$ cat config.mk
export PLATFORM = sky130hd
export DESIGN_NAME = cca_top
export DESIGN_NICKNAME = d
export VERILOG_FILES = /design/src/cca_pkg.sv /design/src/cca_tick_gen.sv /design/src/cca_channel.sv /design/src/cca_top.sv
export SDC_FILE = /design/constraint.sdc
export NUM_CORES = 1
export LEC_CHECK = 0
export BUFFER_PORTS_ARGS = -buffer_cell sky130_fd_sc_hd__buf_2
export CORE_AREA = 2 2 172 191
export DETAILED_ROUTE_END_ITERATION = 6
export DIE_AREA = 0 0 174 193
export PLACE_DENSITY_LB_ADDON = 0.25
export SETUP_SLACK_MARGIN = 0.02
export SYNTH_ARGS = -nofsm -noshare
export SYNTH_HDL_FRONTEND = slang
export SYNTH_HIERARCHICAL = 1
export SYNTH_SLANG_ARGS = --single-unit
$ cat constraint.sdc
create_clock -name pclk -period 4.05 [get_ports pclk]
set_clock_uncertainty 0.05 [all_clocks]
set_input_delay 0.2025 -clock pclk [delete_from_list [all_inputs] [get_ports pclk]]
set_output_delay 0.2025 -clock pclk [all_outputs]
set_load 0.05 [all_outputs]
$ cat src/cca_pkg.sv
// Purpose: Shared constants and types for the counter array block
// Assumes: APB byte addresses, one 32-bit word per register
// Notes:   Offsets, field positions, resets and divider counts live here
package cca_pkg;

  // ==========================================================
  // Sizes
  localparam int unsigned CH_N      = 5;      // Capture/compare modules
  localparam int unsigned WD_CH     = 4;      // Module with watchdog

  // ==========================================================
  // Register byte offsets
  localparam logic [7:0]  OFF_CTRL   = 8'h00; // Run and clock source
  localparam logic [7:0]  OFF_COUNT  = 8'h04; // Time base value
  localparam logic [7:0]  OFF_STATUS = 8'h08; // Sticky events, W1C
  localparam logic [7:0]  OFF_MASK   = 8'h0C; // Interrupt mask
  localparam logic [7:0]  OFF_WDOG   = 8'h10; // Watchdog enable/lock
  localparam logic [7:0]  OFF_MODE0  = 8'h20; // Module mode, step 4
  localparam logic [7:0]  OFF_VAL0   = 8'h40; // Module value, step 4

  // ==========================================================
  // Field positions
  localparam int unsigned CTRL_RUN   = 0;     // Counter run
  localparam int unsigned CTRL_SEL   = 1;     // Source, bits 3:1
  localparam int unsigned WDOG_EN    = 0;     // Watchdog enable
  localparam int unsigned WDOG_LOCK  = 1;     // Permanent lock
  localparam int unsigned MODE_RISE  = 3;     // Capture on rising
  localparam int unsigned MODE_FALL  = 4;     // Capture on falling
  localparam int unsigned ST_OVF     = 0;     // Overflow status bit

  // ==========================================================
  // Reset values
  localparam logic [15:0] VAL_RST    = 16'h0000;
  localparam logic [15:0] WD_VAL_RST = 16'hFFFF; // Longest first timeout
  localparam logic        WD_EN_RST  = 1'b1;

  // ==========================================================
  // Divider counts
  localparam logic [3:0]  DIV12_LAST = 4'hB;  // Divide by 12
  localparam logic [3:0]  DIV4_LAST  = 4'h3;  // Divide by 4
  localparam logic [2:0]  OSC8_LAST  = 3'h7;  // Divide by 8

  // ==========================================================
  // Counter clock sources
  typedef enum logic [2:0] {
    SRC_DIV12 = 3'h0,
    SRC_DIV4  = 3'h1,
    SRC_T0OVF = 3'h2,
    SRC_EXT   = 3'h3,
    SRC_SYS   = 3'h4,
    SRC_OSC8  = 3'h5
  } src_t;

  // Module operating modes
  typedef enum logic [2:0] {
    M_OFF   = 3'h0,
    M_CAPT  = 3'h1,
    M_TIMER = 3'h2,
    M_HSO   = 3'h3,
    M_PWM8  = 3'h4,
    M_PWM16 = 3'h5,
    M_FREQ  = 3'h6
  } mode_t;

endpackage

$ cat src/cca_tick_gen.sv
// Purpose: Selects the time base advance strobe among six sources
// Assumes: Slow external clocks are well below pclk / 2
// Notes:   Output is a one-cycle enable, never a derived clock
`timescale 1ns/1ps
`default_nettype none
module cca_tick_gen (
  // Clock and reset
  input  wire logic          pclk,
  input  wire logic          presetn,
  // Control
  input  wire cca_pkg::src_t src,
  input  wire logic          run,
  input  wire logic          halt,
  // Sources
  input  wire logic          timer0_ovf,
  input  wire logic          ext_count_clock_in,
  input  wire logic          ext_osc_clk,
  // Strobe
  output logic               tick
);
  import cca_pkg::*;

  // ==========================================================
  // Dividers and synchronisers
  logic [3:0] div12_reg;   // System clock / 12
  logic [3:0] div4_reg;    // System clock / 4
  logic [2:0] osc_reg;     // Oscillator edge count
  logic [1:0] sync1_reg;   // First stage, read by stage two only
  logic [1:0] sync2_reg;   // Stable copies
  logic [1:0] last_reg;    // For edge detection

  wire        p12   = (div12_reg == DIV12_LAST);
  wire        p4    = (div4_reg == DIV4_LAST);
  wire [1:0]  rise  = sync2_reg & ~last_reg;
  wire        p_osc = rise[1] && (osc_reg == OSC8_LAST);

  // Free-running dividers; they do not stall, only the strobe does
  always_ff @(posedge pclk or negedge presetn) begin
    if (!presetn) begin
      div12_reg <= 4'h0;
      div4_reg  <= 4'h0;
    end else begin
      div12_reg <= p12 ? 4'h0 : div12_reg + 4'h1;
      div4_reg  <= p4 ? 4'h0 : div4_reg + 4'h1;
    end
  end

  // External clocks brought into pclk before use
  always_ff @(posedge pclk or negedge presetn) begin
    if (!presetn) begin
      sync1_reg <= 2'b00;
      sync2_reg <= 2'b00;
      last_reg  <= 2'b00;
      osc_reg   <= 3'h0;
    end else begin
      sync1_reg <= {ext_osc_clk, ext_count_clock_in};
      sync2_reg <= sync1_reg;
      last_reg  <= sync2_reg;
      if (rise[1]) begin
        osc_reg <= osc_reg + 3'h1;
      end
    end
  end

  // Source mux; unused codes never advance the counter
  logic sel_w;
  always_comb begin
    unique case (src)
      SRC_DIV12: sel_w = p12;
      SRC_DIV4:  sel_w = p4;
      SRC_T0OVF: sel_w = timer0_ovf;
      SRC_EXT:   sel_w = rise[0];
      SRC_SYS:   sel_w = 1'b1;
      SRC_OSC8:  sel_w = p_osc;
      default:   sel_w = 1'b0;
    endcase
  end

  // Debug halt freezes the time base
  assign tick = sel_w && run && !halt;

endmodule
`default_nettype wire

$ cat src/cca_channel.sv
// Purpose: One capture/compare module on the shared time base
// Assumes: Pin input is synchronous to pclk
// Notes:   Value register doubles as capture and compare value
`timescale 1ns/1ps
`default_nettype none
module cca_channel #(
  parameter logic [15:0] RST_VAL = 16'h0000
) (
  // Clock and reset
  input  wire logic           pclk,
  input  wire logic           presetn,
  // Time base
  input  wire logic           tick,
  input  wire logic [15:0]    count,
  // Configuration
  input  wire cca_pkg::mode_t mode,
  input  wire logic           rise_en,
  input  wire logic           fall_en,
  input  wire logic           val_we,
  input  wire logic [15:0]    val_wdata,
  // Pin side
  input  wire logic           pin_in,
  output logic                pin_out,
  // State
  output logic [15:0]         val_q,
  output logic                event_p
);
  import cca_pkg::*;

  // ==========================================================
  // Match and edge terms
  logic        pin_d_reg;   // Previous pin level
  logic [15:0] val_next;
  logic        out_next;

  wire match  = tick && (count == val_q);
  wire lo_m   = tick && (count[7:0] == val_q[7:0]);
  wire edge_r = pin_in && !pin_d_reg;
  wire edge_f = !pin_in && pin_d_reg;
  wire capt   = (mode == M_CAPT) &&
                ((rise_en && edge_r) || (fall_en && edge_f));
  wire freq_m = (mode == M_FREQ) && lo_m;
  wire [7:0] freq_lo = val_q[7:0] + val_q[15:8];

  // Events: capture, or a compare hit in the match modes
  assign event_p = capt || freq_m ||
                   (match && (mode == M_TIMER || mode == M_HSO));

  // Value: software write wins, then capture, then reload
  assign val_next = val_we ? val_wdata :
                    capt   ? count :
                    freq_m ? {val_q[15:8], freq_lo} : val_q;

  // Output per mode
  always_comb begin
    out_next = pin_out;
    if (mode == M_HSO && match) begin
      out_next = !pin_out;
    end else if (freq_m) begin
      out_next = !pin_out;
    end else if (mode == M_PWM8) begin
      out_next = (count[7:0] < val_q[7:0]);
    end else if (mode == M_PWM16) begin
      out_next = (count < val_q);
    end
  end

  // State registers
  always_ff @(posedge pclk or negedge presetn) begin
    if (!presetn) begin
      val_q     <= RST_VAL;
      pin_out   <= 1'b0;
      pin_d_reg <= 1'b0;
    end else begin
      val_q     <= val_next;
      pin_out   <= out_next;
      pin_d_reg <= pin_in;
    end
  end

  // ==========================================================
  // Checks
  property p_capture_takes_count;
    @(posedge pclk) disable iff (!presetn)
      (capt && !val_we) |=> (val_q == $past(count));
  endproperty
  a_capture_takes_count: assert property (p_capture_takes_count)
    else $error("capture did not store the counter value");

endmodule
`default_nettype wire

$ cat src/cca_top.sv
// Purpose: Counter array with five capture/compare modules on APB
// Assumes: Single pclk domain, APB slave with zero wait states
// Notes:   Module 4 doubles as watchdog, enabled out of reset
//
// Function
// One 16-bit time base, five modules
// Counter clock from six selectable sources
// Modules do capture, timer, HSO, PWM, frequency
// Module 4 watchdog can reset system
// Watchdog enabled after every reset
// Software lock keeps watchdog enabled
// Software can disable watchdog reset source
// Module pins and count clock reach crossbar
// Counter stalls while debugger halts CPU
// External clocks synchronised before counting
// Counter wraps to zero, sets overflow flag
`timescale 1ns/1ps
`default_nettype none
module cca_top (
  // APB slave
  input  wire logic        pclk,
  input  wire logic        presetn,
  input  wire logic        psel,
  input  wire logic        penable,
  input  wire logic        pwrite,
  input  wire logic [7:0]  paddr,
  input  wire logic [31:0] pwdata,
  output logic             pready,
  output logic [31:0]      prdata,
  output logic             pslverr,
  // Counter clock sources
  input  wire logic        timer0_ovf,
  input  wire logic        ext_count_clock_in,
  input  wire logic        ext_osc_clk,
  // Debug
  input  wire logic        debug_halt,
  // Crossbar side module pins
  input  wire logic [4:0]  cc_in,
  output logic [4:0]       cc_out,
  // System
  output logic             irq,
  output logic             wd_reset_req
);
  import cca_pkg::*;

  // ==========================================================
  // State
  logic        run_reg;          // Counter run bit
  logic [2:0]  sel_reg;          // Clock source code
  logic [15:0] count_reg;        // Shared time base
  logic [15:0] count_next;
  logic [5:0]  status_reg;       // Sticky events
  logic [5:0]  status_next;
  logic [5:0]  mask_reg;         // Interrupt enables
  logic        wd_en_reg;        // Watchdog enable
  logic        wd_en_next;
  logic        wd_lock_reg;      // Watchdog lock, until reset
  logic        wd_rst_reg;       // Reset request pulse
  logic [31:0] prdata_reg;       // Read data, sampled in setup
  logic        slverr_reg;       // Error flag, sampled in setup
  logic [4:0]  mode_reg [CH_N];  // Per-module mode field
  logic [15:0] val_w    [CH_N];  // Per-module value
  logic [CH_N-1:0] ev_w;         // Per-module event strobes
  logic [CH_N-1:0] hit_mode;     // Mode register decode
  logic [CH_N-1:0] hit_val;      // Value register decode
  logic [31:0] ch_rd;            // Module read data
  logic        tick;             // Time base advance

  // ==========================================================
  // APB decode
  wire setup      = psel && !penable;
  wire wr         = psel && penable && pwrite;
  wire hit_ctrl   = (paddr == OFF_CTRL);
  wire hit_count  = (paddr == OFF_COUNT);
  wire hit_status = (paddr == OFF_STATUS);
  wire hit_mask   = (paddr == OFF_MASK);
  wire hit_wdog   = (paddr == OFF_WDOG);
  wire mapped     = hit_ctrl || hit_count || hit_status ||
                    hit_mask || hit_wdog || (|hit_mode) ||
                    (|hit_val);
  wire cnt_wr     = wr && hit_count;
  wire wdog_wr    = wr && hit_wdog;

  // Zero-wait slave: every access ends in its first access cycle
  assign pready  = 1'b1;
  assign prdata  = prdata_reg;
  assign pslverr = slverr_reg;

  // ==========================================================
  // Time base
  // Watchdog keeps the time base running even when run is clear
  wire cnt_run = run_reg || wd_en_reg;
  wire ovf     = tick && (count_reg == 16'hFFFF) && !cnt_wr;

  cca_tick_gen u_tick (
    .pclk               (pclk),
    .presetn            (presetn),
    .src                (src_t'(sel_reg)),
    .run                (cnt_run),
    .halt               (debug_halt),
    .timer0_ovf         (timer0_ovf),
    .ext_count_clock_in (ext_count_clock_in),
    .ext_osc_clk        (ext_osc_clk),
    .tick               (tick)
  );

  // Software write wins over a count; wrap is the natural rollover
  assign count_next = cnt_wr ? pwdata[15:0] :
                      tick   ? count_reg + 16'h0001 :
                      count_reg;

  // ==========================================================
  // Modules
  genvar gi;
  generate
    for (gi = 0; gi < CH_N; gi++) begin : g_ch
      localparam logic [7:0] MODE_OFF = OFF_MODE0 + 8'(4 * gi);
      localparam logic [7:0] VAL_OFF  = OFF_VAL0 + 8'(4 * gi);
      localparam logic [15:0] RV = (gi == WD_CH) ? WD_VAL_RST : VAL_RST;
      // Watchdog owns module 4 while enabled
      wire wd_own = (gi == WD_CH) && wd_en_reg;
      wire mode_t m_eff = wd_own ? M_OFF : mode_t'(mode_reg[gi][2:0]);

      assign hit_mode[gi] = (paddr == MODE_OFF);
      assign hit_val[gi]  = (paddr == VAL_OFF);

      // Mode register
      always_ff @(posedge pclk or negedge presetn) begin
        if (!presetn) begin
          mode_reg[gi] <= 5'h00;
        end else if (wr && hit_mode[gi]) begin
          mode_reg[gi] <= pwdata[4:0];
        end
      end

      cca_channel #(
        .RST_VAL (RV)
      ) u_ch (
        .pclk      (pclk),
        .presetn   (presetn),
        .tick      (tick),
        .count     (count_reg),
        .mode      (m_eff),
        .rise_en   (mode_reg[gi][MODE_RISE]),
        .fall_en   (mode_reg[gi][MODE_FALL]),
        .val_we    (wr && hit_val[gi]),
        .val_wdata (pwdata[15:0]),
        .pin_in    (cc_in[gi]),
        .pin_out   (cc_out[gi]),
        .val_q     (val_w[gi]),
        .event_p   (ev_w[gi])
      );
    end
  endgenerate

  // Module read data, one decode hit at most
  always_comb begin
    ch_rd = 32'h0000_0000;
    for (int i = 0; i < CH_N; i++) begin
      if (hit_mode[i]) begin
        ch_rd = ch_rd | {27'h0, mode_reg[i]};
      end
      if (hit_val[i]) begin
        ch_rd = ch_rd | {16'h0, val_w[i]};
      end
    end
  end

  // ==========================================================
  // Watchdog
  // Timeout when the time base reaches module 4 value; a write to
  // that value is the kick, so software must keep moving it ahead
  wire wd_fire = wd_en_reg && tick &&
                 (count_reg == val_w[WD_CH]);

  // Locking forces enable on; a locked watchdog ignores clears
  assign wd_en_next = wdog_wr ? (pwdata[WDOG_EN] || pwdata[WDOG_LOCK] ||
                                 wd_lock_reg) :
                      wd_en_reg;

  always_ff @(posedge pclk or negedge presetn) begin
    if (!presetn) begin
      wd_en_reg   <= WD_EN_RST;
      wd_lock_reg <= 1'b0;
      wd_rst_reg  <= 1'b0;
    end else begin
      wd_en_reg   <= wd_en_next;
      wd_lock_reg <= wd_lock_reg || (wdog_wr && pwdata[WDOG_LOCK]);
      wd_rst_reg  <= wd_fire;
    end
  end

  assign wd_reset_req = wd_rst_reg;

  // ==========================================================
  // Interrupt status
  // Set wins over a clear in the same cycle
  wire [5:0] ev_all = {ev_w, ovf};
  wire [5:0] clr    = (wr && hit_status) ? pwdata[5:0] : 6'h00;
  assign status_next = (status_reg & ~clr) | ev_all;
  assign irq = |(status_reg & mask_reg);

  // ==========================================================
  // Control, counter, status and read path
  wire [31:0] rd_mux =
    ({32{hit_ctrl}}   & {28'h0, sel_reg, run_reg}) |
    ({32{hit_count}}  & {16'h0, count_reg}) |
    ({32{hit_status}} & {26'h0, status_reg}) |
    ({32{hit_mask}}   & {26'h0, mask_reg}) |
    ({32{hit_wdog}}   & {30'h0, wd_lock_reg, wd_en_reg}) |
    ch_rd;

  always_ff @(posedge pclk or negedge presetn) begin
    if (!presetn) begin
      run_reg    <= 1'b0;
      sel_reg    <= SRC_DIV12;
      count_reg  <= 16'h0000;
      status_reg <= 6'h00;
      mask_reg   <= 6'h00;
    end else begin
      if (wr && hit_ctrl) begin
        run_reg <= pwdata[CTRL_RUN];
        sel_reg <= pwdata[CTRL_SEL+2:CTRL_SEL];
      end
      if (wr && hit_mask) begin
        mask_reg <= pwdata[5:0];
      end
      count_reg  <= count_next;
      status_reg <= status_next;
    end
  end

  // Read data and error are captured in the setup cycle
  always_ff @(posedge pclk or negedge presetn) begin
    if (!presetn) begin
      prdata_reg <= 32'h0000_0000;
      slverr_reg <= 1'b0;
    end else if (setup) begin
      prdata_reg <= mapped ? rd_mux : 32'h0000_0000;
      slverr_reg <= !mapped;
    end
  end

  // ==========================================================
  // Checks
  property p_wd_on_at_release;
    @(posedge pclk) disable iff (!presetn)
      $rose(presetn) |-> wd_en_reg;
  endproperty
  a_wd_on_at_release: assert property (p_wd_on_at_release)
    else $error("watchdog not enabled after reset");

  property p_lock_holds;
    @(posedge pclk) disable iff (!presetn)
      wd_lock_reg |=> (wd_en_reg && wd_lock_reg) [*3];
  endproperty
  a_lock_holds: assert property (p_lock_holds)
    else $error("locked watchdog was disabled");

  property p_wd_disable;
    @(posedge pclk) disable iff (!presetn)
      (wdog_wr && !wd_lock_reg && !pwdata[WDOG_EN] &&
       !pwdata[WDOG_LOCK]) |=> !wd_en_reg ##1 !wd_rst_reg;
  endproperty
  a_wd_disable: assert property (p_wd_disable)
    else $error("watchdog disable write ignored");

  property p_wd_fire;
    @(posedge pclk) disable iff (!presetn)
      wd_fire |=> wd_reset_req ##1 !wd_reset_req;
  endproperty
  a_wd_fire: assert property (p_wd_fire)
    else $error("watchdog timeout gave no single reset pulse");

  property p_halt_stalls;
    @(posedge pclk) disable iff (!presetn)
      (debug_halt && !cnt_wr) |=> $stable(count_reg);
  endproperty
  a_halt_stalls: assert property (p_halt_stalls)
    else $error("counter moved during debug halt");

  property p_wrap;
    @(posedge pclk) disable iff (!presetn)
      ovf |=> (count_reg == 16'h0000) && status_reg[ST_OVF];
  endproperty
  a_wrap: assert property (p_wrap)
    else $error("counter did not wrap with overflow flag");

  property p_sys_source;
    @(posedge pclk) disable iff (!presetn)
      (sel_reg == SRC_SYS && cnt_run && !debug_halt && !cnt_wr)
        |-> tick ##1 (count_reg == $past(count_reg) + 16'h0001);
  endproperty
  a_sys_source: assert property (p_sys_source)
    else $error("system clock source did not count every cycle");

  property p_tick_step;
    @(posedge pclk) disable iff (!presetn)
      (tick && !cnt_wr) |=> (count_reg == $past(count_reg) + 16'h0001);
  endproperty
  a_tick_step: assert property (p_tick_step)
    else $error("time base did not advance by one");

endmodule
`default_nettype wire

### Word level (Yosys, flattened, before mapping)

Index checks and enable logic that the tools add are counted.

| storage, ports and cells | value |
|---|---|
| bits in registers | 200 |
| input bits | 54 |
| output and inout bits | 41 |

| cells by class | value |
|---|---|
| add/subtract/negate cells | 9 |
| $lt $le $gt $ge | 10 |
| bitwise gates (word level) | 25 |
| equality and inequality tests | 63 |
| reductions and logical operators | 146 |
| multiplexer cells | 53 |

Operators by type and width:

| cell | number |
|---|---|
| $mux 32 | 10 |
| $mux 16 | 12 |
| $or 32x32->32 | 5 |
| $or 32x16->32 | 4 |
| $or 32x5->32 | 4 |
| $eq 16x16->1 | 5 |
| $lt 16x16->1 | 5 |
| $logic_and 1x1->1 | 76 |
| $and 32x6->32 | 2 |
| $eq 3x3->1 const B | 18 |
| $add 8x8->8 | 5 |
| $eq 8x6->1 const B | 5 |
| $eq 8x7->1 const B | 5 |
| $eq 8x8->1 | 5 |
| $lt 8x8->1 | 5 |
| $mux 8 | 5 |
| $eq 3x2->1 const B | 12 |
| $and 32x16->32 | 1 |
| $and 32x2->32 | 1 |
| $and 32x4->32 | 1 |
| $logic_or 1x1->1 | 30 |
| $mux 1 | 20 |
| $reduce_bool 4->1 | 5 |
| $logic_not 1->1 | 19 |
| 27 further kinds | 46 |

### Longest topological paths before layout

| logic depth | value |
|---|---|
| depth in word-level cells | 22 |
| gate-level depth with buffers | 11 |

### Modules after synthesis

The synthesis kept the hierarchy.

Modules (own cells, without submodules):

| module | seq. area each (um2) | area each (um2) | times used | cells each |
|---|---|---|---|---|
| cca_channel at g_ch[0].u_ch ... | 450.4 | 1,706.6 | 3 | 206 |
| cca_top | 1,928.1 | 4,782.1 | 1 | 478 |
| cca_channel at g_ch[4].u_ch | 470.5 | 1,726.7 | 1 | 206 |
| cca_channel at g_ch[2].u_ch | 450.4 | 1,702.9 | 1 | 212 |
| cca_tick_gen | 425.4 | 684.4 | 1 | 53 |

### Worst setup path after synthesis

Ideal clock, no wire load.

| timing | value |
|---|---|
| kind | reg2reg |
| from | register u_tick.osc_reg[0] |
| to | register g_ch[0].u_ch.val_q[2] |
| cell stages (with the launch flop) | 11 |
| data arrival time | 2.496 ns |
| required time | 3.872 ns |
| setup slack | 1.376 ns |
| period minus slack after synthesis | 2.674 ns |
| setup time | 0.128 ns |
| path buffers | 0 |
| path through | dfrtp_1 > ha_1 > ha_1 > nand3b_1 > a21o_1 > a2111oi_2 > nand2_1 > or3_4 > nor2_4 > nor2_4 > mux2_1 |

| between the ends | value |
|---|---|
| cells in the longest elaborated chain, start to end | 8 |

Ends and longest elaborated chain:

| item | RTL line | source |
|---|---|---|
| start: declaration | cca_tick_gen.sv:27 | `logic [2:0] osc_reg;` |
| start signal: assignment | cca_tick_gen.sv:60 | `osc_reg <= osc_reg + 3'h1;` |
| $eq 3x3->1 | cca_tick_gen.sv:35 | `wire p_osc = rise[1] && (osc_reg == OSC8_LAST);` |
| $logic_and 1x1->1 | cca_tick_gen.sv:35 |  |
| $pmux 1 s6 | cca_tick_gen.sv:68 | `unique case (src)` |
| $logic_and 1x1->1 (2 in series) | cca_tick_gen.sv:80 | `assign tick = sel_w && run && !halt;` |
| via tick | cca_top.sv:67 | `logic tick;` |
| $logic_and 1x1->1 | cca_channel.sv:37 | `wire lo_m = tick && (count[7:0] == val_q[7:0]);` |
| $logic_and 1x1->1 | cca_channel.sv:42 | `wire freq_m = (mode == M_FREQ) && lo_m;` |
| $reduce_bool 3->1 (no line) | n/a |  |
| end signal: assignment | cca_channel.sv:75 | `val_q <= val_next;` |
| end: declaration | cca_channel.sv:25 | `output logic [15:0] val_q,` |

The timed path passes the listed nets, and every way through them passes these cells.
A chain may end at the register's enable or synchronous reset.

### Worst setup path in the final report

| timing | value |
|---|---|
| from | register wd_en_reg (netlist: g_ch[4].wd_own) |
| to | register g_ch[2].u_ch.val_q[7] |

| between the ends | value |
|---|---|
| cells in the longest elaborated chain, start to end | 6 |

Ends and longest elaborated chain:

| item | RTL line | source |
|---|---|---|
| start: declaration | cca_top.sv:55 | `logic wd_en_reg;` |
| start signal: assignment | cca_top.sv:187 | `wd_en_reg <= wd_en_next;` |
| $logic_or 1x1->1 | cca_top.sv:92 | `wire cnt_run = run_reg \|\| wd_en_reg;` |
| via cnt_run | cca_top.sv:92 |  |
| $logic_and 1x1->1 (2 in series) | cca_tick_gen.sv:80 |  |
| via tick | cca_top.sv:67 |  |
| $logic_and 1x1->1 | cca_channel.sv:37 |  |
| $logic_and 1x1->1 | cca_channel.sv:42 |  |
| $reduce_bool 3->1 (no line) | n/a |  |
| end signal: assignment | cca_channel.sv:75 |  |
| end: declaration | cca_channel.sv:25 |  |

The timed path passes the listed nets, and every way through them passes these cells.

==> flow_metrics.env <==
export IMPL_leakagePower_nw=6.97
export IMPL_pin_count=95
export IMPL_cpPeakStageDelay_ns=0.68
export IMPL_synth_cell_type_count=85
export IMPL_min_from="pwdata[14]"
export IMPL_reg2reg_to="g_ch[2].u_ch/val_q[7]"
export IMPL_vias=12603
export IMPL_required_ns=4.39
export IMPL_met2_usage=0.453
export IMPL_tightest_slew_ns=0.996
export IMPL_netlist_area_leader_share=0.298
export IMPL_yosysTopAreaCell="dfrtp_1"
export IMPL_cts_tree="built"
export IMPL_timing_final_crit_share=0.764
export IMPL_ys_warn_count=6
export IMPL_die_area_sq_um=33600
export IMPL_num_rows=69
export IMPL_max_freq_mhz=323
export IMPL_max_slew_margin=0.336
export IMPL_ctsResizeCount=0
export IMPL_p_per_area_nw_per_um2=286
export IMPL_htreeDepth=4
export IMPL_nNetsFinal=1799
export IMPL_totalWireLength_mm=47.4
export IMPL_clk_pin_slew_worst_paths_ns=0.07
export IMPL_whs_ns=0.0301
export IMPL_synth_xor_area_share=0.0394
export IMPL_end_kind="register"
export IMPL_start_util=0.441
export IMPL_crit_path_max_fanout=17
export IMPL_ys_async_sr_fraction=1.00
export IMPL_grt_pass1_vias=12132
export IMPL_portBuffers=61
export IMPL_dp_hpwl_mm=34.2
export IMPL_cts_sink_count=184
export IMPL_insertion_delay_ns=0.45
export IMPL_drtIter0Drc=1265
export IMPL_reg2reg_setup_slack_ns=0.96
export IMPL_yosys_area_share_simple=0.175
export IMPL_crit_family="simple AND/OR/NAND/NOR gates"
export IMPL_place_ws_ns=1.01
export IMPL_overflow=0
export IMPL_hold_depth=3
export IMPL_synth_area_sq_um=14000
export IMPL_finalMaxSlewViolations=0
export IMPL_cts_buffers=17
export IMPL_hold_end="g_ch[4].u_ch/val_q[14]"
export IMPL_setup_slack_ns=0.958
export IMPL_dr_pass1_iters=6
export IMPL_syn_to_final_growth_pct=9.45
export IMPL_period_minus_slack_ns=3.09
export IMPL_clockRootBuffer="clkbuf_16"
export IMPL_die_width_um=174
export IMPL_path_cells="or2_2 -> o311ai_0 -> a2111oi_4 -> buf_4 -> and2_1 -> nand4_1 -> or3_1 -> a2111oi_2 -> nor2_1 -> nand2_1"
export IMPL_avgSynthCellArea_sq_um=8.94
export IMPL_via_per_inst=6.12
export IMPL_grt_max_degree=106
export IMPL_synth_seq_cells=184
export IMPL_grtUsageTotal=0.287
export IMPL_syn_inst=1567
export IMPL_ys_top_cells_by_area="dfrtp_1, ha_1, a21oi_1"
export IMPL_grt_busiest_layer="met2"
export IMPL_synth_edf_count=0
export IMPL_largest_reg_flops=80
export IMPL_worstHoldPathType="in -> reg"
export IMPL_arrival_ns=3.43
export IMPL_yosysMostFrequentCell="dfrtp_1"
export IMPL_cp_slowest_cell="dfstp_2"
export IMPL_hold_violations=0
export IMPL_grt_use_met1=0.365
export IMPL_antenna_found_initial=0
export IMPL_synthMuxAreaShare=0.0633
export IMPL_crit_buf_inv=1
export IMPL_core_area_sq_um=31800
export IMPL_synth_flop_cell="dfrtp_1"
export IMPL_r2r_cells=10
export IMPL_grt_use_met3=0.0478
export IMPL_final_layout_size_suffix_gt1_frac=0.151
export IMPL_postRouteAntennaNets=0
export IMPL_synthAdderAreaFrac=0.114
export IMPL_rsz0062_at_grt="no"
export IMPL_gp_congestion=0.930
export IMPL_cts_buffer_depth=2
export IMPL_die_h_um=193
export IMPL_drc_errors=0
export IMPL_drv_cap=0
export IMPL_grt_pass1_wl_mm=72.5
export IMPL_vdd_drop_max_v=0.000304
export IMPL_tns_ns=0
export IMPL_wire_per_inst_um=23.0
export IMPL_synth_top_family_by_area="compound AO/OA/AOI/OAI gates"
export IMPL_nFillCells=3058
export IMPL_synth_compound_gate_area_share=0.211
export IMPL_start_kind="register"
export IMPL_yosysSeqAreaShare=0.330
export IMPL_status="complete, no violations"
export IMPL_setup_violations=0
export IMPL_rr_startpoint="g_ch[4].wd_own"
export IMPL_yosys_top_cells_count="dfrtp_1, nand2_1, a21oi_1"
export IMPL_worstSetupPathType="reg -> reg"
==> worst reg2reg max path, stage by stage (launching register included) <==
cell and delay, ns:
dfstp_2 0.68, or2_2 0.17, o311ai_0 0.19, a2111oi_4 0.31
buf_4 0.36, and2_1 0.23, nand4_1 0.20, or3_1 0.38
a2111oi_2 0.31, nor2_1 0.09, nand2_1 0.06
==> how the worst max path moves through the flow <==
stage,from,endpoint,cells after the start
6_report,g_ch[4].wd_own,g_ch[2].u_ch/val_q[7],10
5_1_grt,u_tick/div12_reg[0],g_ch[2].u_ch/val_q[2],10
4_1_cts,g_ch[4].wd_own,g_ch[2].u_ch/val_q[7],10
3_5_place_dp,u_tick/div4_reg[0],g_ch[2].u_ch/val_q[2],10
3_3_place_gp,g_ch[4].wd_own,g_ch[1].u_ch/val_q[7],10
2_1_floorplan,u_tick/osc_reg[0],g_ch[0].u_ch/val_q[2],10
==> area by class of cell <==
class                           instances  area, sq um  share of cell area
Inverter                              111          417              0.0272
Antenna cell                            1         2.50            0.000163
Multi-Input combinational cell       1207         8560               0.558
Sequential cell                       184         4630               0.302
Clock buffer                           19          453              0.0295
Tap cell                              426          533              0.0347
Timing Repair Buffer                   99          632              0.0412
Clock inverter                         13          119             0.00775
==> cell families (layout without fill, tap and decap cells) <==
kind of cell / after synthesis / in the layout
simple gates: 472 / 472
compound gates: 452 / 452
buf+inv: 191 / 242
flops: 184 / 184
fa+ha+maj: 125 / 125
mux: 78 / 78
xor+xnor: 63 / 63
other cells: 2 / 18
==> repair_timing <==
action / 4_1_cts / 5_1_grt
hold buffers: 8 / 0
setup buffers: 0 / 0
endpoints found under the hold margin: 94 / 0
==> per-stage QoR <==
stage | instance area [sq um] | total power, mW | utilization | instances
after floorplan | 14100 | 2.47 | - | 1582
after global placement | 14700 | 2.69 | 0.462 | 2019
after detailed placement | 14700 | 2.72 | 0.462 | 2019
after CTS | 15300 | 4.41 | 0.483 | 2059
after global routing | 15300 | 4.56 | 0.483 | 2059
final | 15300 | 4.39 | 0.483 | 2060
==> power by group <==
part           switching, mW  leakage (nW)  internal [mW]
sequential             0.118          2.24           1.91
combinational          0.428          4.45          0.243
clock                  0.802         0.278          0.887
==> placed cells by master, fill, tap and decap left out, types with 24 or more instances in the layout <==
master   synthesis  routed
buf_2           21      60
xor2_1          24      24
inv_1          110     110
xnor2_1         39      39
mux2_2          39      39
ha_1           120     120
nand4_1         35      35
buf_4           19      29
o21ai_0         99      99
o21ai_1         26      26
mux2i_1         29      29
a21o_1          33      33
nor2_1         117     117
nand2_1        153     153
a21oi_1        139     139
a22oi_1         26      26
dfrtp_1        167     167
nand3_1         42      42
==> routing by layer <==
layer	part of all wire	vias up
met5	0	-
met4	0.068	0
met3	0.076	159
met2	0.45	623
met1	0.41	6068
li1	-	5753
Power figures use the tool's default switching activity.
